**src/inc/lfw_pkg.sv**
```systemverilog
// Holds the register map, field positions, reset values and timing counts of the LF wake receiver.
// Assumes a 40 MHz reference clock and an 8-bit register port with one-cycle read latency.
//
// Function
// RULE1 - mode field 01 selects carrier detect
// RULE2 - mode field 10 selects Manchester data
// RULE3 - bit 5 picks 88 or 176 us
// RULE4 - bit 4 picks 200 or 2120 us window
// RULE5 - Manchester window fixed at two oscillator clocks
// RULE6 - bits 3..0 set the sample interval
// RULE7 - enabled wake interrupt on carrier or byte
// RULE8 - off time is one or two periods
// RULE9 - software configures before setting the enable
// RULE10 - wake code length is 8 or 16
// RULE11 - software starts at low sensitivity
// RULE12 - select bit returns data or gain level
// RULE13 - coding error flag while waiting off
// RULE14 - data ready flag on stored byte
// RULE15 - software acknowledges flags at initialisation
// RULE16 - carrier flag set, cleared by bit 4
// RULE17 - bits 3 and 2 flag code B, A
// RULE18 - done bit is 1 after reception ends
// RULE19 - only optional data bytes reach software
// RULE20 - software loads wake codes before Manchester mode
// RULE21 - wake code registers plain storage otherwise
// RULE22 - ignore bit masks detector during sampling
// RULE23 - data ready only after accepted datagram byte
// RULE24 - flags sticky; new window each interval (done clears on a bit strobe or disable)
package lfw_pkg;

   // -----------------------------------------------------------------
   // Register offsets.
   // -----------------------------------------------------------------
   localparam logic [2:0] ADDR_MODE_TIMING = 3'h0;  // Mode and timing control.
   localparam logic [2:0] ADDR_CS_ZERO     = 3'h1;  // Control/status zero.
   localparam logic [2:0] ADDR_CS_ONE      = 3'h2;  // Control/status one.
   localparam logic [2:0] ADDR_RX_DATA     = 3'h3;  // Received data or gain level.
   localparam logic [2:0] ADDR_CODE_A0     = 3'h4;  // Wake code A, low byte.
   localparam logic [2:0] ADDR_CODE_A1     = 3'h5;  // Wake code A, high byte.
   localparam logic [2:0] ADDR_CODE_B0     = 3'h6;  // Wake code B, low byte.
   localparam logic [2:0] ADDR_CODE_B1     = 3'h7;  // Wake code B, high byte.

   // -----------------------------------------------------------------
   // Field positions.
   // -----------------------------------------------------------------
   localparam int MODE_HI      = 7;  // Receive mode select, upper bit.
   localparam int MODE_LO      = 6;  // Receive mode select, lower bit.
   localparam int CARR_MIN_BIT = 5;  // Carrier minimum duration select.
   localparam int WIN_LEN_BIT  = 4;  // Sample window length.
   localparam int RATE_HI      = 3;  // Sample rate select, upper bit.
   localparam int DET_OUT_BIT  = 7;  // Detector output status.
   localparam int IRQ_EN_BIT   = 6;  // Receiver interrupt enable.
   localparam int CODE_ERR_BIT = 5;  // Coding error, off status.
   localparam int OFF_TIME_BIT = 4;  // Off time select.
   localparam int ENABLE_BIT   = 3;  // Receiver enable.
   localparam int CODE_LEN_BIT = 2;  // Wake code length select.
   localparam int SENS_BIT     = 1;  // Sensitivity select.
   localparam int GAIN_SEL_BIT = 0;  // Gain level readout select.
   localparam int RDY_BIT      = 7;  // Received byte ready flag.
   localparam int RX_ACK_BIT   = 6;  // Receive flags acknowledge.
   localparam int CARR_BIT     = 5;  // Carrier seen flag.
   localparam int CARR_ACK_BIT = 4;  // Carrier flag acknowledge.
   localparam int MATCH_B_BIT  = 3;  // Wake code B match.
   localparam int MATCH_A_BIT  = 2;  // Wake code A match.
   localparam int DONE_BIT     = 1;  // Manchester receive done.
   localparam int IGNORE_BIT   = 0;  // Detector ignore.

   // -----------------------------------------------------------------
   // Mode encodings and reset values.
   // -----------------------------------------------------------------
   localparam logic [1:0] MODE_CARRIER    = 2'h1;  // Carrier detect.
   localparam logic [1:0] MODE_MANCHESTER = 2'h2;  // Manchester data.
   localparam logic [7:0] RESET_BYTE      = 8'h00; // Reset of every register.

   // -----------------------------------------------------------------
   // Timing.
   // -----------------------------------------------------------------
   localparam int CLK_MHZ        = 40;    // Reference clock rate.
   localparam int CARR_SHORT_NS  = 88000; // Short carrier minimum.
   localparam int CARR_LONG_NS   = 176000;
   localparam int WIN_SHORT_NS   = 200000;
   localparam int WIN_LONG_NS    = 2120000;
   localparam int LFO_PERIOD_NS  = 1000000; // Slow oscillator period.
   localparam int LFO_WIN_CLOCKS = 2;       // Manchester window in oscillator clocks.
   localparam int RATE_BASE_MS   = 1;       // Interval for rate code 0.
   // Least times round up, so carrier counts use ceiling.
   localparam int CARR_SHORT_CYC = (CARR_SHORT_NS * CLK_MHZ + 999) / 1000;
   localparam int CARR_LONG_CYC  = (CARR_LONG_NS * CLK_MHZ + 999) / 1000;
   localparam int WIN_SHORT_CYC  = WIN_SHORT_NS * CLK_MHZ / 1000;
   localparam int WIN_LONG_CYC   = WIN_LONG_NS * CLK_MHZ / 1000;
   localparam int WIN_MAN_CYC    = LFO_WIN_CLOCKS * LFO_PERIOD_NS * CLK_MHZ / 1000;
   localparam int MS_CYC         = 1000000 * CLK_MHZ / 1000;

endpackage : lfw_pkg

```
**src/rtl/lfw_receiver.sv**
```systemverilog
// Holds the control, timing and flag logic of the LF wake receiver.
// Assumes an analog detector supplying carrier, data bit and strobe pins, plus gain level.
//
// Our own choices: the address-and-strobe port and the address map.
`timescale 1ns/100ps
module lfw_receiver
#(
   parameter int MS_CYCLES = lfw_pkg::MS_CYC  // Clock cycles per millisecond.
)
(
   // Clock and reset.
   input  wire logic       i_ref_clk,
   input  wire logic       i_reset,
   // Register port.
   input  wire logic [2:0] i_addr,
   input  wire logic [7:0] i_wdata,
   input  wire logic       i_wr,
   input  wire logic       i_rd,
   output logic      [7:0] o_rdata,
   // Detector pins.
   input  wire logic       i_det_carrier,
   input  wire logic       i_det_bit,
   input  wire logic       i_det_bit_strobe,
   input  wire logic       i_det_code_error,
   input  wire logic [7:0] i_gain_level,
   // Detector control and wake.
   output logic            o_det_power,
   output logic            o_low_sensitivity,
   output logic            o_wake_irq
);

   // -----------------------------------------------------------------
   // Pin synchronisers: three stages, change counts when 2 and 3 agree.
   // -----------------------------------------------------------------
   logic [3:0] sync1;       // First stage, read only by stage two.
   logic [3:0] sync2;       // Second stage.
   logic [3:0] sync3;       // Third stage.
   logic [3:0] pin_q;       // Filtered pin levels.
   logic [3:0] next_pin_q;  // Next filtered levels.
   logic [3:0] pin_prev;    // Previous filtered levels for edge finding.

   // Accepts a change only when the last two stages agree.
   always_comb
   begin
      next_pin_q = pin_q;
      for (int k = 0; k < 4; k++)
      begin
         if (sync2[k] == sync3[k])
         begin
            next_pin_q[k] = sync3[k];
         end
      end
   end

   // Registers the synchroniser chain.
   always_ff @(posedge i_ref_clk)
   begin
      if (i_reset)
      begin
         sync1    <= 4'h0;
         sync2    <= 4'h0;
         sync3    <= 4'h0;
         pin_q    <= 4'h0;
         pin_prev <= 4'h0;
      end
      else
      begin
         sync1    <= {i_det_code_error, i_det_bit_strobe, i_det_bit, i_det_carrier};
         sync2    <= sync1;
         sync3    <= sync2;
         pin_q    <= next_pin_q;
         pin_prev <= pin_q;
      end
   end

   // -----------------------------------------------------------------
   // Registers and sequencer state.
   // -----------------------------------------------------------------
   typedef enum logic [1:0]
   {
      ST_IDLE   = 2'b00,  // Disabled.
      ST_SAMPLE = 2'b01,  // Sample window open.
      ST_OFF    = 2'b10   // Waiting between windows.
   } lfw_state_t;

   lfw_state_t  state, next_state;          // Sequencer state.
   logic [7:0]  ctrl, next_ctrl;            // Mode and timing control.
   logic [7:0]  cs0, next_cs0;              // Writable bits of status zero.
   logic [7:0]  codes [4];                  // Wake code bytes A0, A1, B0, B1.
   logic [7:0]  next_codes [4];             // Next wake code bytes.
   logic [7:0]  rx_data, next_rx_data;      // Received data byte.
   logic [15:0] shift, next_shift;          // Incoming bit shifter.
   logic [4:0]  nbits, next_nbits;          // Bits collected.
   logic        accepted, next_accepted;    // Wake code matched.
   logic        rdy, next_rdy;              // Byte ready flag.
   logic        carr, next_carr;            // Carrier seen flag.
   logic        mat_a, next_mat_a;          // Code A match flag.
   logic        mat_b, next_mat_b;          // Code B match flag.
   logic        done, next_done;            // Manchester reception over.
   logic        cerr, next_cerr;            // Coding error, waiting off.
   logic        ign, next_ign;              // Detector ignore.
   logic [23:0] win_cnt, next_win_cnt;      // Window timer.
   logic [31:0] per_cnt, next_per_cnt;      // Interval timer.
   logic [1:0]  off_cnt, next_off_cnt;      // Skipped intervals.
   logic [23:0] carr_cnt, next_carr_cnt;    // Carrier duration counter.
   logic [7:0]  next_rdata;                 // Next read data.
   logic        next_irq;                   // Next wake interrupt.

   logic        man_mode;    // Manchester mode active.
   logic        car_mode;    // Carrier mode active.
   logic        det_c;       // Detector carrier, masked by ignore.
   logic        det_bit;     // Detector data bit, masked by ignore.
   logic        strobe;      // One-cycle bit strobe.
   logic [23:0] win_len;     // Window length in cycles.
   logic [23:0] carr_len;    // Carrier minimum in cycles.
   logic [31:0] per_len;     // Interval in cycles.

   // Interval for a rate code: base shifted by the code.
   function automatic logic [31:0] rate_cycles(input logic [3:0] code);
      rate_cycles = 32'(MS_CYCLES * lfw_pkg::RATE_BASE_MS) << code;
   endfunction : rate_cycles

   // Next-state logic for registers, flags and sequencer.
   always_comb
   begin
      man_mode = ctrl[lfw_pkg::MODE_HI:lfw_pkg::MODE_LO] == lfw_pkg::MODE_MANCHESTER; // RULE2
      car_mode = ctrl[lfw_pkg::MODE_HI:lfw_pkg::MODE_LO] == lfw_pkg::MODE_CARRIER;    // RULE1
      // The detector reads low in the window while ignore is set.
      det_c   = pin_q[0] & ~ign;                                  // RULE22
      det_bit = pin_q[1] & ~ign;                                  // RULE22
      strobe  = pin_q[2] & ~pin_prev[2] & ~ign & (state == ST_SAMPLE);
      // Window length depends on mode and length bit.
      if (man_mode)
      begin
         win_len = 24'(lfw_pkg::WIN_MAN_CYC);                     // RULE5
      end
      else
      begin
         win_len = ctrl[lfw_pkg::WIN_LEN_BIT] ? 24'(lfw_pkg::WIN_LONG_CYC)
                                              : 24'(lfw_pkg::WIN_SHORT_CYC); // RULE4
      end
      carr_len = ctrl[lfw_pkg::CARR_MIN_BIT] ? 24'(lfw_pkg::CARR_LONG_CYC)
                                             : 24'(lfw_pkg::CARR_SHORT_CYC); // RULE3
      per_len  = rate_cycles(ctrl[lfw_pkg::RATE_HI:0]);           // RULE6

      next_ctrl     = ctrl;
      next_cs0      = cs0;
      next_codes    = codes;
      next_rx_data  = rx_data;
      next_shift    = shift;
      next_nbits    = nbits;
      next_accepted = accepted;
      next_rdy      = rdy;
      next_carr     = carr;
      next_mat_a    = mat_a;
      next_mat_b    = mat_b;
      next_done     = done;
      next_cerr     = cerr;
      next_ign      = ign;
      next_state    = state;
      next_win_cnt  = win_cnt;
      next_off_cnt  = off_cnt;
      next_carr_cnt = 24'h0;
      next_per_cnt  = (per_cnt + 32'h1 >= per_len) ? 32'h0 : per_cnt + 32'h1;

      // Software writes; acknowledges come first so events win.
      if (i_wr)
      begin
         unique case (i_addr)
            lfw_pkg::ADDR_MODE_TIMING: next_ctrl = i_wdata;
            lfw_pkg::ADDR_CS_ZERO:     next_cs0  = i_wdata & 8'h5f;
            lfw_pkg::ADDR_CS_ONE:
            begin
               next_ign = i_wdata[lfw_pkg::IGNORE_BIT];
               if (i_wdata[lfw_pkg::RX_ACK_BIT])
               begin
                  next_rdy   = 1'b0;
                  next_mat_a = 1'b0;
                  next_mat_b = 1'b0;
                  next_done  = 1'b0;
               end
               if (i_wdata[lfw_pkg::CARR_ACK_BIT])
               begin
                  next_carr = 1'b0;                               // RULE16
               end
            end
            lfw_pkg::ADDR_RX_DATA:     next_ctrl = ctrl;
            default:                   next_codes[i_addr[1:0]] = i_wdata; // RULE21
         endcase
      end

      // Sampling sequencer.
      if (!cs0[lfw_pkg::ENABLE_BIT])                              // RULE9
      begin
         next_state    = ST_IDLE;
         next_per_cnt  = 32'h0;
         next_done     = 1'b0;
         next_cerr     = 1'b0;
         next_accepted = 1'b0;
      end
      else
      begin
         unique case (state)
            ST_IDLE:
            begin
               next_state   = ST_SAMPLE;
               next_win_cnt = 24'h0;
               next_per_cnt = 32'h0;
               next_nbits   = 5'h0;
            end
            ST_SAMPLE:
            begin
               next_win_cnt = win_cnt + 24'h1;
               if (car_mode && det_c)
               begin
                  next_carr_cnt = carr_cnt + 24'h1;
                  if (carr_cnt + 24'h1 >= carr_len)
                  begin
                     next_carr = 1'b1;                            // RULE16
                  end
               end
               if (man_mode && strobe)
               begin
                  next_shift = {shift[14:0], det_bit};
                  next_nbits = nbits + 5'h1;
                  next_done  = 1'b0;
                  if (pin_q[3])
                  begin
                     next_cerr     = 1'b1;                        // RULE13
                     next_done     = accepted;                    // RULE18
                     next_accepted = 1'b0;
                  end
                  else if (!accepted && ((!cs0[lfw_pkg::CODE_LEN_BIT] && nbits == 5'h7)
                          || nbits == 5'hf))                      // RULE10
                  begin
                     // Sync and identifier never reach the data register.
                     if (code_hit(next_shift, codes[0], codes[1]))
                     begin
                        next_mat_a    = 1'b1;                     // RULE17
                        next_accepted = 1'b1;
                        next_nbits    = 5'h0;
                     end
                     else if (code_hit(next_shift, codes[2], codes[3]))
                     begin
                        next_mat_b    = 1'b1;                     // RULE17
                        next_accepted = 1'b1;
                        next_nbits    = 5'h0;
                     end
                     else
                     begin
                        next_nbits = nbits;
                     end
                  end
                  else if (accepted && nbits == 5'h7)
                  begin
                     next_rx_data = next_shift[7:0];              // RULE19
                     next_rdy     = 1'b1;                         // RULE14 RULE23
                     next_nbits   = 5'h0;
                  end
               end
               // Stay open while a datagram is arriving.
               if (win_cnt + 24'h1 >= win_len && !(accepted && !next_cerr))
               begin
                  next_state   = ST_OFF;
                  next_off_cnt = cs0[lfw_pkg::OFF_TIME_BIT] ? 2'h2 : 2'h1; // RULE8
               end
            end
            ST_OFF:
            begin
               if (per_cnt + 32'h1 >= per_len)
               begin
                  next_off_cnt = off_cnt - 2'h1;
                  if (off_cnt == 2'h1)
                  begin
                     next_state   = ST_SAMPLE;                    // RULE24
                     next_win_cnt = 24'h0;
                     next_nbits   = 5'h0;
                     next_cerr    = 1'b0;
                  end
               end
            end
            default: next_state = ST_IDLE;
         endcase
      end

      // Wake interrupt on carrier or byte.
      next_irq = cs0[lfw_pkg::IRQ_EN_BIT] &
                 ((car_mode & next_carr) | (man_mode & next_rdy)); // RULE7

      // Read data.
      next_rdata = 8'h00;
      if (i_rd)
      begin
         unique case (i_addr)
            lfw_pkg::ADDR_MODE_TIMING: next_rdata = ctrl;
            lfw_pkg::ADDR_CS_ZERO:
               next_rdata = cs0 | {pin_q[0], 1'b0, cerr, 5'h00}; // RULE13
            lfw_pkg::ADDR_CS_ONE:
               next_rdata = {rdy, 1'b0, carr, 1'b0, mat_b, mat_a, done, ign};
            lfw_pkg::ADDR_RX_DATA:
               next_rdata = cs0[lfw_pkg::GAIN_SEL_BIT] ? i_gain_level : rx_data; // RULE12
            default:                   next_rdata = codes[i_addr[1:0]];
         endcase
      end
   end

   // Compares the shifter with a wake code; a short code looks at the newest byte only,
   // so older bits left in the upper half cannot spoil the match.
   function automatic logic code_hit(input logic [15:0] got, input logic [7:0] lo,
                                     input logic [7:0] hi);
      code_hit = cs0[lfw_pkg::CODE_LEN_BIT] ? (got == {hi, lo}) : (got[7:0] == lo);
   endfunction : code_hit

   // Registers all state.
   always_ff @(posedge i_ref_clk)
   begin
      if (i_reset)
      begin
         state             <= ST_IDLE;
         ctrl              <= lfw_pkg::RESET_BYTE;
         cs0               <= lfw_pkg::RESET_BYTE;
         codes             <= '{default: lfw_pkg::RESET_BYTE};
         rx_data           <= lfw_pkg::RESET_BYTE;
         shift             <= 16'h0000;
         nbits             <= 5'h00;
         accepted          <= 1'b0;
         rdy               <= 1'b0;
         carr              <= 1'b0;
         mat_a             <= 1'b0;
         mat_b             <= 1'b0;
         done              <= 1'b0;
         cerr              <= 1'b0;
         ign               <= 1'b0;
         win_cnt           <= 24'h000000;
         per_cnt           <= 32'h00000000;
         off_cnt           <= 2'h0;
         carr_cnt          <= 24'h000000;
         o_rdata           <= 8'h00;
         o_wake_irq        <= 1'b0;
         o_det_power       <= 1'b0;
         o_low_sensitivity <= 1'b0;
      end
      else
      begin
         state             <= next_state;
         ctrl              <= next_ctrl;
         cs0               <= next_cs0;
         codes             <= next_codes;
         rx_data           <= next_rx_data;
         shift             <= next_shift;
         nbits             <= next_nbits;
         accepted          <= next_accepted;
         rdy               <= next_rdy;
         carr              <= next_carr;
         mat_a             <= next_mat_a;
         mat_b             <= next_mat_b;
         done              <= next_done;
         cerr              <= next_cerr;
         ign               <= next_ign;
         win_cnt           <= next_win_cnt;
         per_cnt           <= next_per_cnt;
         off_cnt           <= next_off_cnt;
         carr_cnt          <= next_carr_cnt;
         o_rdata           <= next_rdata;
         o_wake_irq        <= next_irq;
         o_det_power       <= next_state == ST_SAMPLE;
         o_low_sensitivity <= next_cs0[lfw_pkg::SENS_BIT];
      end
   end

   // -----------------------------------------------------------------
   // Checks.
   // -----------------------------------------------------------------
   flag_sticky_a : assert property (@(posedge i_ref_clk) disable iff (i_reset) // RULE24
      rdy && !(i_wr && i_addr == lfw_pkg::ADDR_CS_ONE && i_wdata[6]) |=> rdy)
      else $error("Ready flag dropped without acknowledge.");
   carr_ack_a : assert property (@(posedge i_ref_clk) disable iff (i_reset) // RULE16
      carr && state != ST_SAMPLE && i_wr && i_addr == lfw_pkg::ADDR_CS_ONE && i_wdata[4]
      |=> !carr)
      else $error("Carrier acknowledge did not clear flag.");
   irq_cause_a : assert property (@(posedge i_ref_clk) disable iff (i_reset) // RULE7
      o_wake_irq |-> $past(cs0[6]))
      else $error("Interrupt raised while disabled.");
   disabled_idle_a : assert property (@(posedge i_ref_clk) disable iff (i_reset) // RULE9
      !cs0[3] |=> state == ST_IDLE)
      else $error("Sampling while disabled.");
   man_window_a : assert property (@(posedge i_ref_clk) disable iff (i_reset) // RULE5
      man_mode && state == ST_SAMPLE |-> win_len == 24'(lfw_pkg::WIN_MAN_CYC))
      else $error("Manchester window not fixed.");
   rdy_needs_acc_a : assert property (@(posedge i_ref_clk) disable iff (i_reset) // RULE23
      $rose(rdy) |-> $past(accepted))
      else $error("Byte ready without accepted datagram.");
   gain_read_a : assert property (@(posedge i_ref_clk) disable iff (i_reset) // RULE12
      i_rd && i_addr == lfw_pkg::ADDR_RX_DATA && cs0[0] |=> o_rdata == $past(i_gain_level))
      else $error("Gain readout wrong.");
   carr_mode_only_a : assert property (@(posedge i_ref_clk) disable iff (i_reset) // RULE1
      $rose(carr) |-> $past(car_mode))
      else $error("Carrier flag outside carrier mode.");

endmodule : lfw_receiver

```
**config.mk**
```make
export PLATFORM = sky130hd
export DESIGN_NAME = lfw_receiver
export DESIGN_NICKNAME = d
export VERILOG_FILES = /design/src/inc/lfw_pkg.sv /design/src/rtl/lfw_receiver.sv
export SDC_FILE = /design/constraint.sdc
export NUM_CORES = 1
export LEC_CHECK = 0
export BUFFER_PORTS_ARGS = -buffer_cell sky130_fd_sc_hd__buf_2
export CELL_PAD_IN_SITES_DETAIL_PLACEMENT = 2
export CELL_PAD_IN_SITES_GLOBAL_PLACEMENT = 2
export CORE_MARGIN = 10
export CORE_UTILIZATION = 40
export CTS_BUF_LIST = sky130_fd_sc_hd__clkbuf_4 sky130_fd_sc_hd__clkbuf_8
export CTS_CLUSTER_SIZE = 28
export DETAILED_ROUTE_END_ITERATION = 8
export PLACE_DENSITY_LB_ADDON = 0.08
export RECOVER_POWER = 50
export SLEW_MARGIN = 20
export SYNTH_ARGS = -nofsm -noshare
export SYNTH_HDL_FRONTEND = slang
export SYNTH_SLANG_ARGS = --single-unit
```
**constraint.sdc**
```tcl
create_clock -name i_ref_clk -period 4.7 [get_ports i_ref_clk]
set_input_delay 0.47 -clock i_ref_clk [delete_from_list [all_inputs] [get_ports i_ref_clk]]
set_output_delay 0.47 -clock i_ref_clk [all_outputs]
set_load 0.02 [all_outputs]
```
==> results of run 1 <==
-- stage by stage --
stage	worst slack (ns)	utilization [%]	hold WS, ns
CTS	0.3734	44.33	0.1843
global placement	0.6590	42.64	0.4227
finish	0.5079	44.24	0.2036
detailed placement	0.5358	42.64	0.4436
global route	0.002840	44.24	0.1860
floorplan	1.026	-	0.4130
-- flip-flops by register name, summed over array words and instances, names as in the netlist, 2 cells and up --
| name | count |
|---|---|
| sync3 | 4 |
| sync2 | 4 |
| codes | 32 |
| carr_cnt | 24 |
| per_cnt | 32 |
| sync1 | 4 |
| rx_data | 8 |
| win_cnt | 24 |
| o_rdata | 8 |
| cs0 | 5 |
| ctrl | 8 |
| off_cnt | 2 |
| nbits | 5 |
| state | 2 |
| pin_q | 4 |
| shift | 15 |
-- where the power goes --
group	internal, mW	switching, mW	leakage, nW
Combinational	0.0508	0.101	2.22
Clock	0.510	0.698	0.214
Sequential	1.65	0.0164	1.56
Total	2.21	0.815	3.99
-- final timing paths --
check,endpoint
max,win_cnt[2]$_SDFFE_PP0P_
min,sync1[3]$_SDFF_PP0_
max reg2reg,win_cnt[2]$_SDFFE_PP0P_
min reg2reg,sync2[2]$_SDFF_PP0_
-- cells by family (layout without fill, tap and decap cells) --
group / after synthesis / after routing / share of synthesized area (%)
multiplexers: 50 / 50 / 6.469
flip-flops: 193 / 193 / 37.27
other: 1 / 1 / 0.03617
AO/OA/AOI/OAI: 209 / 209 / 12.18
XOR/XNOR: 100 / 100 / 8.448
AND/OR/NAND/NOR: 559 / 559 / 26.72
adder cells (fa/ha/maj): 49 / 49 / 5.914
buffers and inverters: 79 / 97 / 2.969
-- cells in the mapped netlist, types with 6 or more instances --
| master | instances |
|---|---|
| a211oi_1 | 8 |
| a21oi_1 | 117 |
| a311oi_1 | 6 |
| a31oi_1 | 11 |
| and2_1 | 12 |
| and3_1 | 37 |
| and4_1 | 12 |
| clkbuf_1 | 47 |
| dfxtp_1 | 193 |
| ha_1 | 49 |
| inv_1 | 17 |
| mux2i_1 | 31 |
| mux4_2 | 13 |
| nand2_1 | 205 |
| nand2b_1 | 15 |
| nand3_1 | 35 |
| nand3b_1 | 6 |
| nand4_1 | 33 |
| nor2_1 | 108 |
| nor2b_1 | 35 |
| nor3_1 | 23 |
| nor4_1 | 6 |
| o21ai_0 | 32 |
| or3_1 | 10 |
| xnor2_1 | 71 |
| xor2_1 | 29 |
-- layer usage --
metal	up-vias	share of wire, %	track usage, %
li1	4329	-	-
met1	4530	47	25.87
met2	89	49	33.74
met3	22	2.9	3.057
met4	0	1.0	4.003
met5	-	0	0
-- cell usage in the layout, fill, tap and decap left out, drive strengths merged, types with 15 or more instances in the layout --
cell type and count:
nand2 205, dfxtp 193, a21oi 117, nor2 108, xnor2 71, ha 49
and3 38, nand3 35, nor2b 35, nand4 35, o21ai 33, clkbuf 33
mux2i 31, buf 30, xor2 29, inv 26, nor3 23, nand2b 15
-- critical path: cells and delay by family, from the launching register on --
family                     cells  cell delay (ns)
and+or+nand+nor                8             1.65
adders and majority gates      1             0.27
xor gates and xnor gates       1             0.21
AOI/OAI and AO/OA              6             1.09
buffers and inverters          2             0.48
DFF                            1             0.42
-- final cells by class --
type                            count  share of cell area [%]
Timing Repair Buffer               45                   2.010
Clock inverter                     14                   1.664
Tap cell                          330                   3.685
Clock buffer                       18                   2.155
Multi-Input combinational cell    968                   55.34
Sequential cell                   193                   34.48
Inverter                           20                  0.6699
==> run_results.csv, run 1 <==
group,metric,value,unit
worst_setup_path,critPathLaunchType,"register",
synthesis,synthTopCellsByArea,"dfxtp_1, nand2_1, xnor2_1",
power,power_leakage,3.989,nW
drt,dr.pass1.iters,4,
die,initial_core_util,40.93,%
placement,dp_hpwl,23830,um
drt,avgViaCountPerCell,5.649,
timing,hold_viol_final,0,
synthesis,ys_async_sr_fraction,0,%
die,io_pins,38,
clock_tree,post-cts-setup-buffers,0,
global_routing,overflow,0,
die,die-area,0.03276,sq mm
synthesis,yosys.area.top_type,"dfxtp_1",
worst_hold_path,hold-path-cell-count,2,
die,num_rows,58,
placement,placed_area,0.01080,sq mm
worst_setup_path,r2r_setup_slack,0.51,ns
placement,placed_cells,1556,
cells_and_area,drive_above_1_share,8.108,%
cells_and_area,synthToLayoutAreaGrowth,8.085,%
status,violations,"max-capacitance violations, max-slew violations",
worst_setup_path,worstPathArrival,4.58,ns
timing,period_share,89.19,%
synthesis,synth_nets,1316,
worst_setup_path,path_max_fanout,26,
worst_setup_path,end_kind,"register",
worst_setup_path,crit_type,"reg2reg",
worst_setup_path,slowest_stage,"dfxtp_1",
cells_and_area,ff_latch_area,0.003864,sq mm
clock_tree,ctsHoldBuffers,0,
cells_and_area,n_antenna_cell,0,
synthesis,yosysTopAreaCellShare,37.27,%
synthesis,yosysSeqAreaShare,37.27,%
status,status,"finished with violations",
power,total_power,3.024,mW
clock_tree,cts_tree,"done",
worst_setup_path,timing.rr.start,"per_cnt[3]$_SDFF_PP0_",
clock_tree,ctsLongestPathBuffers,2,
run,drv_cap,1,
clock_tree,clock_tree.root_cell,"clkbuf_8",
timing,max_freq,238.5,MHz
drt,ant_nets,0,
synthesis,synth_area_per_cell,8.361,sq um
drt,first_iter_violations,428,
cells_and_area,design_area,0.01121,sq mm
die,dieWidth,181.0,um
power,powerDensity,269.9,mW/mm^2
timing,slew_viol_final,79,
global_routing,grt_start_max_net_pins,79,
die,dieHeight,181.0,um
worst_hold_path,hp-class,"in2reg",
power,ir_drop,0.1395,mV
timing,grt_setup_unrepaired,"false",
placement,routabilityCongestion,0.8016,
drt,wl,32540,um
worst_setup_path,crit_required,5.09,ns
worst_setup_path,crit_start,"per_cnt[3]$_SDFF_PP0_",
timing,finClkSkew,0.03311,ns
timing,fin_crit,4.192,ns
clock_tree,cts_sinks,193,
worst_setup_path,worst_path_most_repeated_cell,"and3_1",
cells_and_area,fin_cells,1588,
synthesis,ys_types,69,
global_routing,grt_use_total,19.78,%
timing,relSlewSlack,-142.2,%
worst_hold_path,hp-start,"i_det_code_error",
cells_and_area,fillers,2871,
synthesis,synth-edff-count,0,
clock_tree,cts_resized,0,
global_routing,grt_pass1_wl,53610,um
drt,drc,0,
global_routing,grt_pass1_vias,9569,
drt,wl_per_cell,20.49,um
worst_setup_path,reg2reg_depth,18,
timing,worstMarginPinSlew,3.632,ns
global_routing,antenna_found_initial,0,
clock_tree,clkSlewWorstSetupHoldPaths,0.11,ns
synthesis,yosys_warnings,0,
worst_setup_path,crit_chain,"and3_1, and4_1, and3_1, and2_1, and3_1, nand4_1, xnor2_1, ha_1, a31oi_1, nor2b_1, o31ai_1, a41oi_1, nor4b_2, buf_4, a2bb2oi_2, buf_6, o21ai_0, a21oi_1",
die,coreArea,0.02533,sq mm
clock_tree,clk-insertion-delay-late,0.48,ns
synthesis,syn-cell-area,0.01037,sq mm
synthesis,netlist_instances,1240,
synthesis,ys_ff_latch,193,
worst_setup_path,slowest_delay,0.42,ns
clock_tree,htreeDepth,4,
timing,setup_tns,0,ns
placement,io_buffers,37,
cells_and_area,multi_input_area,0.006201,sq mm
synthesis,synth-main-ff-cell,"dfxtp_1",
drt,routed-via-count,8970,
clock_tree,cts_made_buffers,17,
timing,setup_viol,0,
cells_and_area,nets,1321,
Power figures use the tool's default switching activity.
==> run 2, diff against run 1 <==
- GPL_TIMING_DRIVEN: unset -> 0
==> run 2 against run 1 <==
Net effect:
- the flow now finishes without violations
- global-route usage increased by 1.1 points
- total power increased by 0.66%
- combinational power increased by 12%
- sequential power about the same
- clock skew decreased by 0.012 ns
==> run_results.csv, run 2 (same netlist as run 1, synthesis figures left out) <==
group,metric,value,unit
cells_and_area,synthToLayoutAreaGrowth,10.14,%
timing,relSlewSlack,18.40,%
cells_and_area,fillers,2943,
drt,first_iter_violations,419,
clock_tree,cts_sinks,193,
clock_tree,htreeDepth,4,
cells_and_area,n_antenna_cell,0,
timing,setup_tns,0,ns
worst_hold_path,hp-start,"i_det_bit",
die,initial_core_util,40.93,%
power,powerDensity,266.6,mW/mm^2
global_routing,grt_start_max_net_pins,19,
drt,dr.pass1.iters,4,
placement,placed_cells,1606,
status,status,"finished clean",
timing,worstMarginPinSlew,1.207,ns
worst_setup_path,path_max_fanout,10,
run,drv_cap,0,
cells_and_area,final_cell_mix,"nand2_1, dfxtp_1, a21oi_1",
clock_tree,cts_tree,"done",
worst_setup_path,crit_required,5.10,ns
worst_setup_path,r2r_setup_slack,0.35,ns
worst_setup_path,slowest_delay,0.42,ns
worst_hold_path,min_to,"sync1[1]$_SDFF_PP0_",
drt,ant_nets,0,
drt,drc,0,
timing,setup_viol,0,
worst_hold_path,hp-class,"in2reg",
timing,slew_viol_final,0,
global_routing,grt_pass1_vias,9986,
cells_and_area,drive_above_1_share,8.238,%
placement,dp_hpwl,25800,um
cells_and_area,fin_cells,1641,
placement,routabilityCongestion,0.8385,
die,dieWidth,181.0,um
timing,max_freq,229.7,MHz
worst_setup_path,slowest_stage,"dfxtp_1",
clock_tree,clk-insertion-delay-late,0.48,ns
worst_setup_path,r2r_end,"win_cnt[22]$_SDFFE_PP0P_",
worst_setup_path,reg2reg_depth,18,
timing,finalWorstSetupSlack,0.3465,ns
worst_setup_path,worstPathArrival,4.75,ns
die,coreArea,0.02533,sq mm
global_routing,grt_use_total,20.84,%
worst_setup_path,timing.rr.start,"per_cnt[3]$_SDFF_PP0_",
clock_tree,clock_tree.root_cell,"clkbuf_8",
cells_and_area,nets,1374,
drt,avgViaCountPerCell,5.584,
cells_and_area,largestRegisters,"codes (32), per_cnt (32)",
drt,routed-via-count,9163,
global_routing,antenna_found_initial,0,
timing,fin_crit,4.354,ns
global_routing,grt_pass1_wl,55840,um
clock_tree,cts_made_buffers,17,
placement,io_buffers,36,
clock_tree,ctsHoldBuffers,0,
power,power_leakage,4.078,nW
worst_setup_path,critPathLaunchType,"register",
die,die-area,0.03276,sq mm
drt,wl_per_cell,20.83,um
clock_tree,clkSlewWorstSetupHoldPaths,0.12,ns
cells_and_area,final_common_cell,"nand2_1",
worst_setup_path,end_kind,"register",
worst_setup_path,crit_chain,"and3_1, and4_1, and3_1, and2_1, and3_1, nand4_1, xnor2_1, ha_1, a31oi_1, nor2b_1, o31ai_1, a211oi_1, nor4b_4, buf_4, a2bb2oi_4, clkbuf_4, nand2_1, a21oi_1",
placement,place_ws,-0.2462,ns
die,dieHeight,181.0,um
global_routing,overflow,0,
die,io_pins,38,
worst_setup_path,crit_type,"reg2reg",
power,ir_drop,0.1615,mV
worst_setup_path,worst_path_most_repeated_cell,"and3_1",
die,num_rows,58,
drt,wl,34190,um
timing,finClkSkew,0.02137,ns
clock_tree,ctsLongestPathBuffers,2,
timing,period_share,92.63,%
worst_hold_path,hold-path-cell-count,2,
timing,hold_viol_final,0,
## run 2: changes by cell type in the layout (fill, tap and decap cells not counted), moves of 2 or more
cell      change
and2_0        +2
and2_1        -2
buf_1         +4
buf_2         +5
clkbuf_1     +42
clkbuf_2      +2
clkbuf_8      +2
inv_6         -2
nor4b_2       -2
## run 2: final cells by class
type | count | area, sq um | share of cell area (%)
sequential | 193 | 3864 | 33.84
timing repair buffer | 39 | 186.4 | 1.633
tap | 330 | 412.9 | 3.616
clock inverter | 12 | 161.4 | 1.414
clock buffer | 20 | 269.0 | 2.356
multi-input combinational | 968 | 6207 | 54.36
inverter | 20 | 75.07 | 0.6575
buffer | 59 | 242.7 | 2.126
## run 2: where the power goes
group          switching (mW)  internal [mW]
Sequential             0.0130           1.65
Clock                   0.682          0.531
Combinational           0.114         0.0550
Total                   0.809           2.24
## run 2: routing by layer
metal | vias to the layer above | track usage (%) | wire length (um) | part of all wire [%]
met5 | - | 0 | 0 | 0
met4 | 0 | 4.426 | 412 | 1.2
met3 | 25 | 2.737 | 1063 | 3.1
met2 | 100 | 35.52 | 16540 | 48
met1 | 4603 | 27.46 | 16170 | 47
li1 | 4435 | - | - | -
## run 2: worst max-delay path by stage
stage	from	to	slack, ns
final	per_cnt[3]$_SDFF_PP0_	win_cnt[22]$_SDFFE_PP0P_	0.35
after global routing	per_cnt[3]$_SDFF_PP0_	win_cnt[11]$_SDFFE_PP0P_	-0.02
after CTS	per_cnt[3]$_SDFF_PP0_	per_cnt[26]$_SDFF_PP0_	0.02
after detailed placement	per_cnt[3]$_SDFF_PP0_	win_cnt[22]$_SDFFE_PP0P_	-0.25
after global placement	per_cnt[3]$_SDFF_PP0_	win_cnt[10]$_SDFFE_PP0P_	-0.09
after floorplan	per_cnt[3]$_SDFF_PP0_	off_cnt[0]$_SDFFE_PP0P_	1.03
## run 2: critical path: cells and delay by family (launching register included)
family | cells | cell delay (ns)
adder cells (fa/ha/maj) | 1 | 0.28
AND/OR/NAND/NOR | 9 | 1.80
buffers and inverters | 2 | 0.49
XOR/XNOR | 1 | 0.23
flip-flops | 1 | 0.42
AO/OA/AOI/OAI | 5 | 1.04
## run 2: through the flow
step | util (%) | total power [mW] | area (sq um) | hold WS, ns
2_1_floorplan | - | 1.790 | 10370 | 0.4130
3_3_place_gp | 43.28 | 1.859 | 10960 | 0.4168
3_5_place_dp | 43.28 | 1.865 | 10960 | 0.4350
4_1_cts | 45.07 | 3.072 | 11410 | 0.1893
5_1_grt | 45.08 | 3.161 | 11420 | 0.2026
6_report | 45.08 | 3.044 | 11420 | 0.1988
## run 2: what timing repair did
item / 4_1_cts / 5_1_grt
buffers inserted: 0 / 3
pin swaps: 0 / 1
gates resized for setup: 5 / 13
endpoints found under the setup margin: 35 / 44
